**config.mk**
```make
export PLATFORM = sky130hd
export DESIGN_NAME = peirq_top
export DESIGN_NICKNAME = d
export VERILOG_FILES = /design/src/core/peirq_pkg.sv /design/src/core/peirq_top.sv /design/src/core/peirq_route.sv /design/src/core/peirq_axil_slave.sv
export VERILOG_INCLUDE_DIRS = /design/src /design/src/core
export SDC_FILE = /design/constraint.sdc
export NUM_CORES = 1
export LEC_CHECK = 0
export BUFFER_PORTS_ARGS = -buffer_cell sky130_fd_sc_hd__buf_2
export CORE_MARGIN = 2
export CORE_UTILIZATION = 52
export DETAILED_ROUTE_END_ITERATION = 16
export PLACE_DENSITY = 0.88
export SYNTH_ARGS = -nofsm -noshare
export SYNTH_HDL_FRONTEND = slang
export SYNTH_SLANG_ARGS = --single-unit
```
**constraint.sdc**
```tcl
create_clock -name i_clk_sys -period 2.5 [get_ports i_clk_sys]
set_input_delay 0 -clock i_clk_sys [delete_from_list [all_inputs] [get_ports i_clk_sys]]
set_output_delay 0 -clock i_clk_sys [all_outputs]
set_load 0.02 [all_outputs]
```
**src/core/peirq_defs.svh**
```systemverilog
// register indices, reset values and implemented-bit masks of the irq enable/priority block
// assumes inclusion by bare name from the package
`ifndef PEIRQ_DEFS_SVH
`define PEIRQ_DEFS_SVH

`define PEIRQ_ADDR_W      16
`define PEIRQ_IDX_W       14

// register indices, byte address is four times the index
`define PEIRQ_IDX_PRIO0   14'h0EBA
`define PEIRQ_IDX_PRIO1   14'h0EBB
`define PEIRQ_IDX_PRIO2   14'h0EBC
`define PEIRQ_IDX_PRIO3   14'h0EBD
`define PEIRQ_IDX_PRIO4   14'h0EBE
`define PEIRQ_IDX_ENA3    14'h0EC5
`define PEIRQ_IDX_ENA4    14'h0EC6
`define PEIRQ_IDX_ENA5    14'h0EC7
`define PEIRQ_IDX_ENA6    14'h0EC8
`define PEIRQ_IDX_ENA7    14'h0EC9
`define PEIRQ_IDX_STATUS  14'h0F00
`define PEIRQ_IDX_MASK    14'h0F01

// reset values
`define PEIRQ_RST_ENA     8'h00
`define PEIRQ_RST_PRIO0   8'h31
`define PEIRQ_RST_PRIO1   8'hC3
`define PEIRQ_RST_PRIO2   8'hC3
`define PEIRQ_RST_PRIO3   8'h33
`define PEIRQ_RST_PRIO4   8'h3F
`define PEIRQ_RST_STAT    2'h0

// implemented bits
`define PEIRQ_MSK_ENA3    8'hFF
`define PEIRQ_MSK_ENA4    8'h3F
`define PEIRQ_MSK_ENA5    8'h07
`define PEIRQ_MSK_ENA6    8'h03
`define PEIRQ_MSK_ENA7    8'hE1
`define PEIRQ_MSK_PRIO0   8'h37
`define PEIRQ_MSK_PRIO1   8'hC3
`define PEIRQ_MSK_PRIO2   8'hC3
`define PEIRQ_MSK_PRIO3   8'hFF
`define PEIRQ_MSK_PRIO4   8'h3F
`define PEIRQ_MSK_STAT    2'h3

// status bit positions
`define PEIRQ_STAT_HIGH   0
`define PEIRQ_STAT_LOW    1

// axi responses
`define PEIRQ_RESP_OKAY   2'h0
`define PEIRQ_RESP_SLVERR 2'h2

`endif

```
**src/core/peirq_pkg.sv**
```systemverilog
// types of the irq enable/priority block
// assumes the defs header is on the include path
`include "peirq_defs.svh"

package peirq_pkg;

    typedef logic [7:0]          peirq_byte_t;
    typedef peirq_byte_t [7:0]   peirq_bank_t;
    typedef peirq_byte_t [2:0]   peirq_ext_t;

    typedef struct packed {
        logic                      awvalid;
        logic [`PEIRQ_ADDR_W-1:0]  awaddr;
        logic                      wvalid;
        logic [31:0]               wdata;
        logic [3:0]                wstrb;
        logic                      bready;
        logic                      arvalid;
        logic [`PEIRQ_ADDR_W-1:0]  araddr;
        logic                      rready;
    } peirq_axil_req_t;

    typedef struct packed {
        logic        awready;
        logic        wready;
        logic        bvalid;
        logic [1:0]  bresp;
        logic        arready;
        logic        rvalid;
        logic [31:0] rdata;
        logic [1:0]  rresp;
    } peirq_axil_rsp_t;

    typedef struct packed {
        logic                     aw_held;
        logic                     w_held;
        logic [`PEIRQ_IDX_W-1:0]  awidx;
        logic [31:0]              wdata;
        logic [3:0]               wstrb;
        logic                     bvalid;
        logic [1:0]               bresp;
        logic                     rvalid;
        logic [31:0]              rdata;
        logic [1:0]               rresp;
    } peirq_slv_t;

    typedef struct packed {
        peirq_byte_t [7:3] ena;
        peirq_byte_t [4:0] prio;
        logic [1:0]        status;
        logic [1:0]        mask;
        logic              irq_high;
        logic              irq_low;
        logic              irq;
        logic              prev_high;
        logic              prev_low;
    } peirq_core_t;

endpackage : peirq_pkg

```
**src/core/peirq_top.sv**
```systemverilog
// peripheral interrupt enable and priority registers with two-level request routing
// assumes flags are set and cleared by peripheral logic and software on the same clock
`timescale 1ns/1ps

module peirq_top
    import peirq_pkg::*;
(
    input  wire logic                     i_clk_sys,
    input  wire logic                     i_rst_n,
    input  wire peirq_pkg::peirq_axil_req_t i_axil,
    output peirq_pkg::peirq_axil_rsp_t    o_axil,
    input  wire peirq_pkg::peirq_bank_t   i_flags,
    input  wire peirq_pkg::peirq_ext_t    i_ext_enable,
    input  wire peirq_pkg::peirq_ext_t    i_ext_priority,
    output logic                          o_irq_high,
    output logic                          o_irq_low,
    output logic                          o_irq
);
    import peirq_pkg::*;

    peirq_core_t             s;
    peirq_core_t             n;
    logic                    wr_en;
    logic [`PEIRQ_IDX_W-1:0] wr_idx;
    logic [31:0]             wr_data;
    logic [3:0]              wr_strb;
    logic                    wr_err;
    logic                    rd_en;
    logic [`PEIRQ_IDX_W-1:0] rd_idx;
    logic [31:0]             rd_data;
    logic                    rd_err;
    peirq_bank_t             en_all;
    peirq_bank_t             pr_all;
    peirq_bank_t             hi_vec;
    peirq_bank_t             lo_vec;
    logic                    any_high;
    logic                    any_low;
    logic [1:0]              st_set;
    logic [1:0]              st_clr;
    peirq_byte_t             wbyte;

    peirq_axil_slave u_slave (
        .i_clk_sys (i_clk_sys),
        .i_rst_n   (i_rst_n),
        .i_axil    (i_axil),
        .o_axil    (o_axil),
        .o_wr_en   (wr_en),
        .o_wr_idx  (wr_idx),
        .o_wr_data (wr_data),
        .o_wr_strb (wr_strb),
        .i_wr_err  (wr_err),
        .o_rd_en   (rd_en),
        .o_rd_idx  (rd_idx),
        .i_rd_data (rd_data),
        .i_rd_err  (rd_err)
    );

    // flags are only read here; clearing them is up to software
    for (genvar g = 0; g < 8; g++) begin : g_grp
        if (g < 3) begin : g_en_ext
            assign en_all[g] = i_ext_enable[g];
        end else begin : g_en_loc
            assign en_all[g] = s.ena[g];
        end
        if (g > 4) begin : g_pr_ext
            assign pr_all[g] = i_ext_priority[g-5];
        end else begin : g_pr_loc
            assign pr_all[g] = s.prio[g];
        end
        peirq_route #(
            .W (8)
        ) u_route (
            .i_flag     (i_flags[g]),
            .i_enable   (en_all[g]),
            .i_priority (pr_all[g]),
            .o_req_high (hi_vec[g]),
            .o_req_low  (lo_vec[g])
        );
    end

    assign any_high = |hi_vec;
    assign any_low  = |lo_vec;

    function automatic logic idx_ok(input logic [`PEIRQ_IDX_W-1:0] idx);
        unique case (idx)
            `PEIRQ_IDX_PRIO0, `PEIRQ_IDX_PRIO1, `PEIRQ_IDX_PRIO2,
            `PEIRQ_IDX_PRIO3, `PEIRQ_IDX_PRIO4,
            `PEIRQ_IDX_ENA3, `PEIRQ_IDX_ENA4, `PEIRQ_IDX_ENA5,
            `PEIRQ_IDX_ENA6, `PEIRQ_IDX_ENA7,
            `PEIRQ_IDX_STATUS, `PEIRQ_IDX_MASK: idx_ok = 1'b1;
            default: idx_ok = 1'b0;
        endcase
    endfunction : idx_ok

    assign wr_err = ~idx_ok(wr_idx);
    assign rd_err = ~idx_ok(rd_idx);

    // read mux, upper bits zero
    always_comb begin
        rd_data = 32'h0000_0000;
        case (rd_idx)
            `PEIRQ_IDX_PRIO0:  rd_data[7:0] = s.prio[0];
            `PEIRQ_IDX_PRIO1:  rd_data[7:0] = s.prio[1];
            `PEIRQ_IDX_PRIO2:  rd_data[7:0] = s.prio[2];
            `PEIRQ_IDX_PRIO3:  rd_data[7:0] = s.prio[3];
            `PEIRQ_IDX_PRIO4:  rd_data[7:0] = s.prio[4];
            `PEIRQ_IDX_ENA3:   rd_data[7:0] = s.ena[3];
            `PEIRQ_IDX_ENA4:   rd_data[7:0] = s.ena[4];
            `PEIRQ_IDX_ENA5:   rd_data[7:0] = s.ena[5];
            `PEIRQ_IDX_ENA6:   rd_data[7:0] = s.ena[6];
            `PEIRQ_IDX_ENA7:   rd_data[7:0] = s.ena[7];
            `PEIRQ_IDX_STATUS: rd_data[1:0] = s.status;
            `PEIRQ_IDX_MASK:   rd_data[1:0] = s.mask;
            default:           rd_data = 32'h0000_0000;
        endcase
    end

    assign wbyte  = wr_data[7:0];
    assign st_clr = (rd_en && rd_idx == `PEIRQ_IDX_STATUS) ? `PEIRQ_MSK_STAT : 2'h0;
    assign st_set = {any_low & ~s.prev_low, any_high & ~s.prev_high};

    always_comb begin
        n = s;
        if (wr_en && wr_strb[0]) begin
            case (wr_idx)
                `PEIRQ_IDX_ENA3:  n.ena[3]  = wbyte & `PEIRQ_MSK_ENA3;
                `PEIRQ_IDX_ENA4:  n.ena[4]  = wbyte & `PEIRQ_MSK_ENA4;
                `PEIRQ_IDX_ENA5:  n.ena[5]  = wbyte & `PEIRQ_MSK_ENA5;
                `PEIRQ_IDX_ENA6:  n.ena[6]  = wbyte & `PEIRQ_MSK_ENA6;
                `PEIRQ_IDX_ENA7:  n.ena[7]  = wbyte & `PEIRQ_MSK_ENA7;
                `PEIRQ_IDX_PRIO0: n.prio[0] = wbyte & `PEIRQ_MSK_PRIO0;
                `PEIRQ_IDX_PRIO1: n.prio[1] = wbyte & `PEIRQ_MSK_PRIO1;
                `PEIRQ_IDX_PRIO2: n.prio[2] = wbyte & `PEIRQ_MSK_PRIO2;
                `PEIRQ_IDX_PRIO3: n.prio[3] = wbyte & `PEIRQ_MSK_PRIO3;
                `PEIRQ_IDX_PRIO4: n.prio[4] = wbyte & `PEIRQ_MSK_PRIO4;
                `PEIRQ_IDX_MASK:  n.mask    = wbyte[1:0];
                default:          n.mask    = s.mask;
            endcase
        end
        // a new request in the clearing read cycle still sets its bit
        n.status    = (s.status & ~st_clr) | st_set;
        n.prev_high = any_high;
        n.prev_low  = any_low;
        n.irq_high  = any_high;
        n.irq_low   = any_low;
        n.irq       = |(n.status & n.mask);
    end

    always_ff @(posedge i_clk_sys or negedge i_rst_n) begin
        if (!i_rst_n) begin
            s         <= '0;
            s.ena     <= {5{`PEIRQ_RST_ENA}};
            s.prio[0] <= `PEIRQ_RST_PRIO0;
            s.prio[1] <= `PEIRQ_RST_PRIO1;
            s.prio[2] <= `PEIRQ_RST_PRIO2;
            s.prio[3] <= `PEIRQ_RST_PRIO3;
            s.prio[4] <= `PEIRQ_RST_PRIO4;
            s.status  <= `PEIRQ_RST_STAT;
        end else begin
            s <= n;
        end
    end

    assign o_irq_high = s.irq_high;
    assign o_irq_low  = s.irq_low;
    assign o_irq      = s.irq;
endmodule : peirq_top

```
**src/core/peirq_route.sv**
```systemverilog
// gates one group of peripheral flags by their enables and splits them by priority
// assumes flags, enables and priorities come from logic on the same clock
`timescale 1ns/1ps

module peirq_route #(
    parameter int W = 8
) (
    input  wire logic [W-1:0] i_flag,
    input  wire logic [W-1:0] i_enable,
    input  wire logic [W-1:0] i_priority,
    output logic      [W-1:0] o_req_high,
    output logic      [W-1:0] o_req_low
);
    logic [W-1:0] req;

    assign req        = i_flag & i_enable;
    assign o_req_high = req & i_priority;
    assign o_req_low  = req & ~i_priority;
endmodule : peirq_route

```
**src/core/peirq_axil_slave.sv**
```systemverilog
// axi4-lite slave front end: one write and one read in flight, byte strobes to the core
// assumes the core answers read data and decode errors combinationally from the index
`timescale 1ns/1ps

module peirq_axil_slave
    import peirq_pkg::*;
(
    input  wire logic                     i_clk_sys,
    input  wire logic                     i_rst_n,
    input  wire peirq_pkg::peirq_axil_req_t i_axil,
    output peirq_pkg::peirq_axil_rsp_t    o_axil,
    output logic                          o_wr_en,
    output logic [`PEIRQ_IDX_W-1:0]       o_wr_idx,
    output logic [31:0]                   o_wr_data,
    output logic [3:0]                    o_wr_strb,
    input  wire logic                     i_wr_err,
    output logic                          o_rd_en,
    output logic [`PEIRQ_IDX_W-1:0]       o_rd_idx,
    input  wire logic [31:0]              i_rd_data,
    input  wire logic                     i_rd_err
);
    peirq_slv_t s;
    peirq_slv_t n;

    assign o_wr_en   = s.aw_held & s.w_held & ~s.bvalid;
    assign o_wr_idx  = s.awidx;
    assign o_wr_data = s.wdata;
    assign o_wr_strb = s.wstrb;
    assign o_rd_en   = i_axil.arvalid & ~s.rvalid;
    assign o_rd_idx  = i_axil.araddr[`PEIRQ_ADDR_W-1:2];

    always_comb begin
        o_axil         = '0;
        o_axil.awready = ~s.aw_held;
        o_axil.wready  = ~s.w_held;
        o_axil.bvalid  = s.bvalid;
        o_axil.bresp   = s.bresp;
        o_axil.arready = ~s.rvalid;
        o_axil.rvalid  = s.rvalid;
        o_axil.rdata   = s.rdata;
        o_axil.rresp   = s.rresp;
    end

    always_comb begin
        n = s;
        if (i_axil.awvalid && !s.aw_held) begin
            n.aw_held = 1'b1;
            n.awidx   = i_axil.awaddr[`PEIRQ_ADDR_W-1:2];
        end
        if (i_axil.wvalid && !s.w_held) begin
            n.w_held = 1'b1;
            n.wdata  = i_axil.wdata;
            n.wstrb  = i_axil.wstrb;
        end
        if (o_wr_en) begin
            n.aw_held = 1'b0;
            n.w_held  = 1'b0;
            n.bvalid  = 1'b1;
            n.bresp   = i_wr_err ? `PEIRQ_RESP_SLVERR : `PEIRQ_RESP_OKAY;
        end else if (s.bvalid && i_axil.bready) begin
            n.bvalid = 1'b0;
        end
        if (o_rd_en) begin
            n.rvalid = 1'b1;
            n.rdata  = i_rd_data;
            n.rresp  = i_rd_err ? `PEIRQ_RESP_SLVERR : `PEIRQ_RESP_OKAY;
        end else if (s.rvalid && i_axil.rready) begin
            n.rvalid = 1'b0;
        end
    end

    always_ff @(posedge i_clk_sys or negedge i_rst_n) begin
        if (!i_rst_n) begin
            s <= '0;
        end else begin
            s <= n;
        end
    end
endmodule : peirq_axil_slave

```
==> metrics.md, run 1 <==
| Metric | Value |
|---|---|
| Outcome | `completed` |
| Initial Util | `between 50% and 60%` |
| Final Cycle Share | `82.8%` |
| WL/cell | `around 19 µm` |
| Max cap viols | `0` |
| Vias in the first global route | `about 4600` |
| Max Buffers Root-to-Sink | `2` |
| Max Slew Vio Count | `0` |
| CTS tree | `built` |
| Max Used Layer | `met4` |
| CTS sink count | `94` |
| Data required, critical path | `between 2 and 3 ns` |
| Setup TNS | `0 ns` |
| RePlAce Congestion | `around 0.99` |
| RSZ-0062 raised after global routing | `no` |
| Cell family with most CP delay | `simple AND/OR/NAND/NOR gates` |
| Ys async rst share | `100%` |
| FMAX | `between 400 and 500 MHz` |
| Clock root buffer | `clkbuf_8` |
| Sw power | `0.00132 W` |
| Mapped Cells | `between 500 and 600` |
| Sequential share of power | `between 50% and 60%` |
| Final setup viols | `0` |
| Main flop type after synthesis | `dfrtp_1` |
| CP arrival | `between 2 and 2.5 ns` |
| Critical-path cell list | `and4bb_2, nand2_1, nor2_2, nand4_1, mux2_2` |
| Synthesized area | `5370 µm²` |
| Seq/Total Area, Yosys | `between 40% and 50%` |
| ANT nets after route | `0` |
| Pwr Density | `approximately 610 nW/µm²` |
| Met3 Wirelength | `roughly 1100 µm` |
| Dpl hpwl | `around 12000 µm` |
| Share of cells above drive strength 1 | `41.3%` |
| Vias/cell | `between 5 and 6` |
| Syn avg cell area | `approximately 11 µm²` |
| Initial antenna violation count | `0` |
| Core area | `10200 µm²` |
| Postcts setup bufs | `0` |
| Die height | `between 100 and 150 µm` |
| CP Capture Type | `register` |
| Worst path max stage delay | `roughly 0.47 ns` |
| Clock Power Share | `roughly a quarter` |
| Min Tclk post-route | `2.07 ns` |
| PortBufs | `~140` |
| Internal | `approximately 0.0027 W` |
| Die width | `between 100 and 150 µm` |
| Fin nets | `around 850` |
| Crit path kind | `reg -> reg` |
| Area Growth Syn to Fin | `21.2%` |
| Number of synthesized flops with an enable pin | `0` |
| Crit path max fanout | `5` |
| Hold_buf cts | `29` |
| GRT Total Usage | `27.9%` |
| Clock latency on the worst-skew pair | `around 0.37 ns` |
| # diodes | `0` |
| Initial drt markers | `381` |
| WL final | `approximately 15000 µm` |
| Global-route wire length before repair | `approximately 24000 µm` |
| H-tree lvl count | `3` |
| Clock skew | `roughly 0.010 ns` |
| Met2 Routed Length | `~7400 µm` |
| Total CTS buffers | `9` |
| Clock slew at reported path FFs | `approximately 0.09 ns` |
| Hold_ws | `0.102 ns` |
| Hold Vio Cnt, Final | `0` |
| DR DRC count | `0` |
| CP Launch Type | `register` |
| 1st-pass router iterations | `7` |
| Warnings from Yosys | `0` |
| Gr ovfl total | `0` |
| Peak VDD IR | `approximately 0.00051 V` |
| Full die area | `approximately 11000 µm²` |
| CTS resizes | `0` |
| Routed met1 length | `around 6500 µm` |
| Switching Fraction | `roughly a third` |
| Vias | `4757` |
| Unique cell type count in the Yosys netlist | `57` |
| Hold Crit Class | `in -> reg` |
| CP max-delay cell | `nand4_1` |
| Gate power share | `between 20% and 30%` |
| I/O pins | `around 230` |
| Lkg Pwr | `3.04 nW` |
| Max transition margin | `approximately 24%` |
| Worst Tran Pin Value | `1.13 ns` |
| Synthesized flop and latch total | `94` |
| Largest net degree at the start of global routing | `93` |
| CP bufs+invs | `0` |
| Row Count | `37` |
-- tightest hold or removal path, delay by kind of cell --
family,cells,cell delay (ns)
buf+inv,2,0.15
simple gates,2,0.22
compound gates,1,0.05
-- cells in the mapped netlist (3+ instances only) --
master | number | area, µm²
inv_1 | 11 | 41.3
o2bb2ai_1 | 4 | 35.0
nand3_1 | 44 | 220
o22ai_1 | 9 | 56.3
mux2_2 | 77 | 867
nand2_1 | 40 | 150
a22o_1 | 11 | 96.3
dfrtp_1 | 73 | 1830
buf_4 | 38 | 285
nor3_1 | 4 | 20.0
a221o_1 | 4 | 40.0
clkbuf_1 | 6 | 22.5
o21ai_0 | 7 | 35.0
o2111ai_1 | 6 | 52.6
nand3b_1 | 15 | 113
nand4_1 | 16 | 100
a21oi_1 | 7 | 35.0
nor2_1 | 17 | 63.8
and3b_1 | 3 | 26.3
o211ai_1 | 3 | 22.5
a22oi_1 | 8 | 60.1
nor2b_1 | 9 | 56.3
nor4_1 | 5 | 31.3
and2_1 | 5 | 31.3
o21ai_1 | 3 | 15.0
buf_2 | 4 | 20.0
a32oi_1 | 7 | 61.3
dfstp_2 | 21 | 552
-- path summary, 6_finish.rpt --
| check | from | to | slack [ns] | depth (start not counted) |
|---|---|---|---|---|
| max | u_slave.o_wr_idx[12] | pr_all[2] | 0.43 | 5 |
| min | i_ext_enable[12] | s[0] | 0.10 | 5 |
| max reg2reg | u_slave.o_wr_idx[12] | pr_all[2] | 0.43 | 5 |
| min reg2reg | u_slave.o_axil[6] | u_slave.o_axil[6] | 0.50 | 1 |
| max in group asynchronous | i_rst_n | pr_all[4] | 1.34 | 3 |
| min in group asynchronous | i_rst_n | u_slave.o_axil[34] | 0.40 | 2 |
-- sequential cells by signal (all words and copies together) (netlist names), 2 cells and up --
| name | cells |
|---|---|
| s | 6 |
| en_all | 23 |
| u_slave.o_axil | 12 |
| u_slave.o_wr_data | 8 |
| u_slave.s | 2 |
| pr_all | 27 |
| u_slave.o_wr_idx | 14 |
-- final cells by class --
cell class	instances	area, µm²
repair buffers	176	1040
inverters	11	41.3
flip-flops and latches	94	2380
well taps	136	170
fillers	842	3670
clock buffers	13	169
clock inverters	3	18.8
multi-input cells	372	2690
-- cell usage in the layout (no fill, tap or decap), drive strengths merged, types with 3 or more instances in the layout --
cell         instances
a21oi                7
a221o                4
a22o                11
a22oi                8
a32oi                7
and2                 5
and3                 3
and3b                3
buf                147
clkbuf              13
clkinv               3
conb                26
dfrtp               73
dfstp               21
dlygate4sd3         29
inv                 11
mux2                81
nand2               44
nand3               44
nand3b              15
nand4               16
nor2                19
nor2b                9
nor3                 6
nor4                 5
o2111ai              6
o211ai               3
o21ai               10
o22ai                9
o2bb2ai              4
-- layer usage --
| layer | up-vias | global-route usage [%] |
|---|---|---|
| met1 | 2331 | 37.0 |
| met5 | - | 0 |
| li1 | 2158 | - |
| met3 | 29 | 3.77 |
| met2 | 239 | 46.7 |
| met4 | 0 | 10.3 |
-- kinds of logic after synthesis --
family	Yosys count	synth area share, %
other	1	0.0698
AO/OA/AOI/OAI	82	11.7
buffers and inverters	62	7.38
AND/OR/NAND/NOR	182	19.3
flip-flops	94	44.3
multiplexers	82	17.3
-- power by group through the flow --
stage	Combinational, W	Clock, W	Sequential (W)
5_1_grt	0.00105	0.00104	0.00210
2_1_floorplan	0.000755	0	0.00194
3_3_place_gp	0.000888	0	0.00205
3_5_place_dp	0.000924	0	0.00208
6_report	0.000965	0.000967	0.00206
4_1_cts	0.000963	0.000985	0.00205
-- metrics by stage --
step,setup WS [ns],utilization [%],cells,area [µm²],total power [W]
6_report,0.430,64.0,805,6510,0.00399
5_1_grt,0.335,64.0,805,6510,0.00420
4_1_cts,0.464,64.0,805,6510,0.00400
3_5_place_dp,0.489,59.3,760,6040,0.00300
3_3_place_gp,0.538,59.3,760,6040,0.00294
2_1_floorplan,0.833,-,528,5470,0.00270
Note: power is estimated with default switching activity, not from simulation.
==> inputs of run 2 (changes only) <==
CORE_UTILIZATION = 44   (was 52)
PLACE_DENSITY = 0.8   (was 0.88)
clock period = 1.7 ns   (was 2.5 ns; I/O delays follow)
==> run 2 against run 1 <==
  * The run now ends with negative setup slack left
  * Critical path depth increased by 2
  * Clock power is 130% higher
  * Via count up 6.5%
  * Clock-buffer cell count fell by 1
  * Die area up 17%
  * Non-clock buffer count grew 54
  * Hold slack got worse by 0.012 ns
  * First-iteration DRC count increased by 15%
  * Core utilization fell by 2.5 points
  * Sequential power is 48% higher
  * Routed wire length grew 15%
  * Maximum frequency is 12% higher
  * Critical path type unchanged
  * Critical endpoint is now pr_all[27]
==> metrics.md, run 2 (synthesized netlist as in run 1, its figures left out) <==
| Metric | Value |
|---|---|
| Outcome | `finished with violations (was completed)` |
| Failing checks | `negative setup slack` |
| PortBufs | `141 (unchanged)` |
| Initial drt markers | `440 (was 381)` |
| Gr ovfl total | `0 (unchanged)` |
| Max FFs per register | `27 (unchanged)` |
| Max cap viols | `0 (unchanged)` |
| Clock latency on the worst-skew pair | `0.36 ns (was 0.37 ns)` |
| CTS sink count | `94 (unchanged)` |
| Worst path max stage delay | `0.38 ns (was 0.47 ns)` |
| Total Power | `0.00720 W (was 0.00399 W)` |
| Crit path kind | `reg -> reg (unchanged)` |
| Die height | `115 µm (was 106 µm)` |
| RR Startpoint | `u_slave.o_wr_idx[12] (unchanged)` |
| Worst Tran Pin Value | `0.516 ns (was 1.13 ns)` |
| CP max-delay cell | `dfrtp_1 (was nand4_1)` |
| Filler Cell Count | `960 (was 842)` |
| Hold Crit Class | `in -> async (was in -> reg)` |
| Dpl hpwl | `13400 µm (was 11700 µm)` |
| Die width | `115 µm (was 106 µm)` |
| Clock skew | `0.00606 ns (was 0.00999 ns)` |
| Vias | `5068 (was 4757)` |
| Pwr Density | `979 nW/µm² (was 613 nW/µm²)` |
| CP Capture Type | `register (unchanged)` |
| Peak VDD IR | `0.000843 V (was 0.000510 V)` |
| Lkg Pwr | `3.44 nW (was 3.04 nW)` |
| WL/cell | `20.4 µm (was 19.1 µm)` |
| # diodes | `0 (unchanged)` |
| CP Launch Type | `register (unchanged)` |
| 1st-pass router iterations | `5 (was 7)` |
| Final Cycle Share | `109% (was 82.8%)` |
| Most frequent CP cell | `nand2_8` |
| Worst setup margin | `-0.145 ns (was 0.430 ns)` |
| Max transition margin | `65.5% (was 24.5%)` |
| ANT nets after route | `0 (unchanged)` |
| Fin nets | `905 (was 851)` |
| Final setup viols | `48 (was 0)` |
| Share of cells above drive strength 1 | `48.3% (was 41.3%)` |
| Hold_ws | `0.0893 ns (was 0.102 ns)` |
| Commonest cells after routing, fill and taps aside | `140 x buf_2, 73 x dfrtp_1, 56 x mux2_2, 55 x buf_4, 42 x nand3_1 (was 140 x buf_2, 77 x mux2_2, 73 x dfrtp_1, 44 x nand3_1, 40 x nand2_1)` |
| GRT Total Usage | `27.0% (was 27.9%)` |
| Hold Vio Cnt, Final | `0 (unchanged)` |
| Post-route cell area | `7350 µm² (was 6510 µm²)` |
| Global-route wire length before repair | `26600 µm (was 23700 µm)` |
| Clock slew at reported path FFs | `0.06 ns (was 0.09 ns)` |
| Clock root buffer | `clkbuf_16 (was clkbuf_8)` |
| Initial Util | `44.9% (was 52.8%)` |
| Initial antenna violation count | `0 (unchanged)` |
| Post-Place Setup Slack | `-0.190 ns (was 0.489 ns)` |
| RSZ-0062 raised after global routing | `yes (was no)` |
| Critical R2R Capture | `pr_all[27] (was pr_all[2])` |
| Min Tclk post-route | `1.84 ns (was 2.07 ns)` |
| DR DRC count | `0 (unchanged)` |
| Core area | `12000 µm² (was 10200 µm²)` |
| Row Count | `40 (was 37)` |
| WL final | `17700 µm (was 15400 µm)` |
| Vias/cell | `5.83 (was 5.91)` |
| Total CTS buffers | `9 (unchanged)` |
| Most common cell after layout, fill and taps aside | `buf_2 (unchanged)` |
| Max Buffers Root-to-Sink | `2 (unchanged)` |
| H-tree lvl count | `3 (unchanged)` |
| R2R setup slack | `-0.14 ns (was 0.43 ns)` |
| Largest net degree at the start of global routing | `55 (was 93)` |
| Max Slew Vio Count | `0 (unchanged)` |
| Crit path max fanout | `8 (was 5)` |
| Critical-path cell list | `and4bb_2, buf_6, nand2_8, nor2_4, and3_4, nand2_8, mux2_2 (was and4bb_2, nand2_1, nor2_2, nand4_1, mux2_2)` |
| Full die area | `13100 µm² (was 11200 µm²)` |
| CP arrival | `2.08 ns (was 2.33 ns)` |
| Vias in the first global route | `5095 (was 4593)` |
| I/O pins | `231 (unchanged)` |
| FMAX | `542 MHz (was 483 MHz)` |
| Data required, critical path | `1.94 ns (was 2.76 ns)` |
| Area Growth Syn to Fin | `36.8% (was 21.2%)` |
| DP Area | `6450 µm² (was 6040 µm²)` |
| Reg2Reg Depth | `7 (was 5)` |
| RePlAce Congestion | `1.05 (was 0.994)` |
| CTS tree | `built (unchanged)` |
[run 2: cell types whose count changed in the layout (fill, tap and decap cells not counted), sizes merged]
cell	change
clkinv	-1
clkbuf	-1
buf	+54
bufinv	+2
[run 2: what timing repair did]
action / CTS / global route
pin swaps: 5 / 17
hold buffers: 29 / 0
buffers inserted: 3 / 2
hold endpoints to repair: 104 / 0
endpoints found under the setup margin: 49 / 57
gates resized for setup: 9 / 49
[run 2: how the worst max path moves through the flow]
stage | cells past startpoint | to | from
after floorplan | 6 | o_irq | u_slave.o_wr_idx[2]
after global placement | 6 | o_irq | u_slave.o_wr_idx[12]
after detailed placement | 6 | o_irq | u_slave.o_wr_idx[12]
after CTS | 6 | o_irq | u_slave.o_wr_idx[12]
after global routing | 6 | en_all[56] | u_slave.o_wr_idx[12]
final | 7 | pr_all[27] | u_slave.o_wr_idx[12]
[run 2: per-stage QoR]
step | TNS, ns | util [%] | cells
global placement | -0.501 | 53.9 | 821
global route | -7.13 | 61.5 | 870
detailed placement | -2.39 | 53.9 | 821
floorplan | 0 | - | 528
finish | -4.43 | 61.5 | 870
CTS | -2.17 | 59.6 | 869
[run 2: power breakdown]
group          switching (W)  total [W]  internal (W)
logic               0.000992    0.00195      0.000956
registers           0.000454    0.00305       0.00260
clock network       0.000875    0.00220       0.00133
total                0.00232    0.00720       0.00488
[run 2: per-layer routing]
| layer | GRT usage (%) | vias to the layer above | routed length, µm |
|---|---|---|---|
| met4 | 12.8 | 0 | 588 |
| met5 | 0 | - | 0 |
| met1 | 35.2 | 2493 | 7400 |
| li1 | - | 2260 | - |
| met2 | 44.1 | 276 | 8480 |
| met3 | 4.24 | 39 | 1260 |
[run 2: final cells by class]
type                    count  area, µm²  area share [%]
multi-input cells         372       2940            40.0
flip-flops and latches     94       2380            32.4
repair buffers            230       1490            20.3
clock buffers              12        246            3.35
well taps                 147        184            2.50
clock inverters             4       70.1           0.953
inverters                  11       41.3           0.562
[run 2: worst max-delay path, delay by kind of cell, from the launching register on]
family	cells	cell delay [ns]
buffers and inverters	1	0.13
flip-flops	1	0.38
multiplexers	1	0.30
AND/OR/NAND/NOR	5	0.92
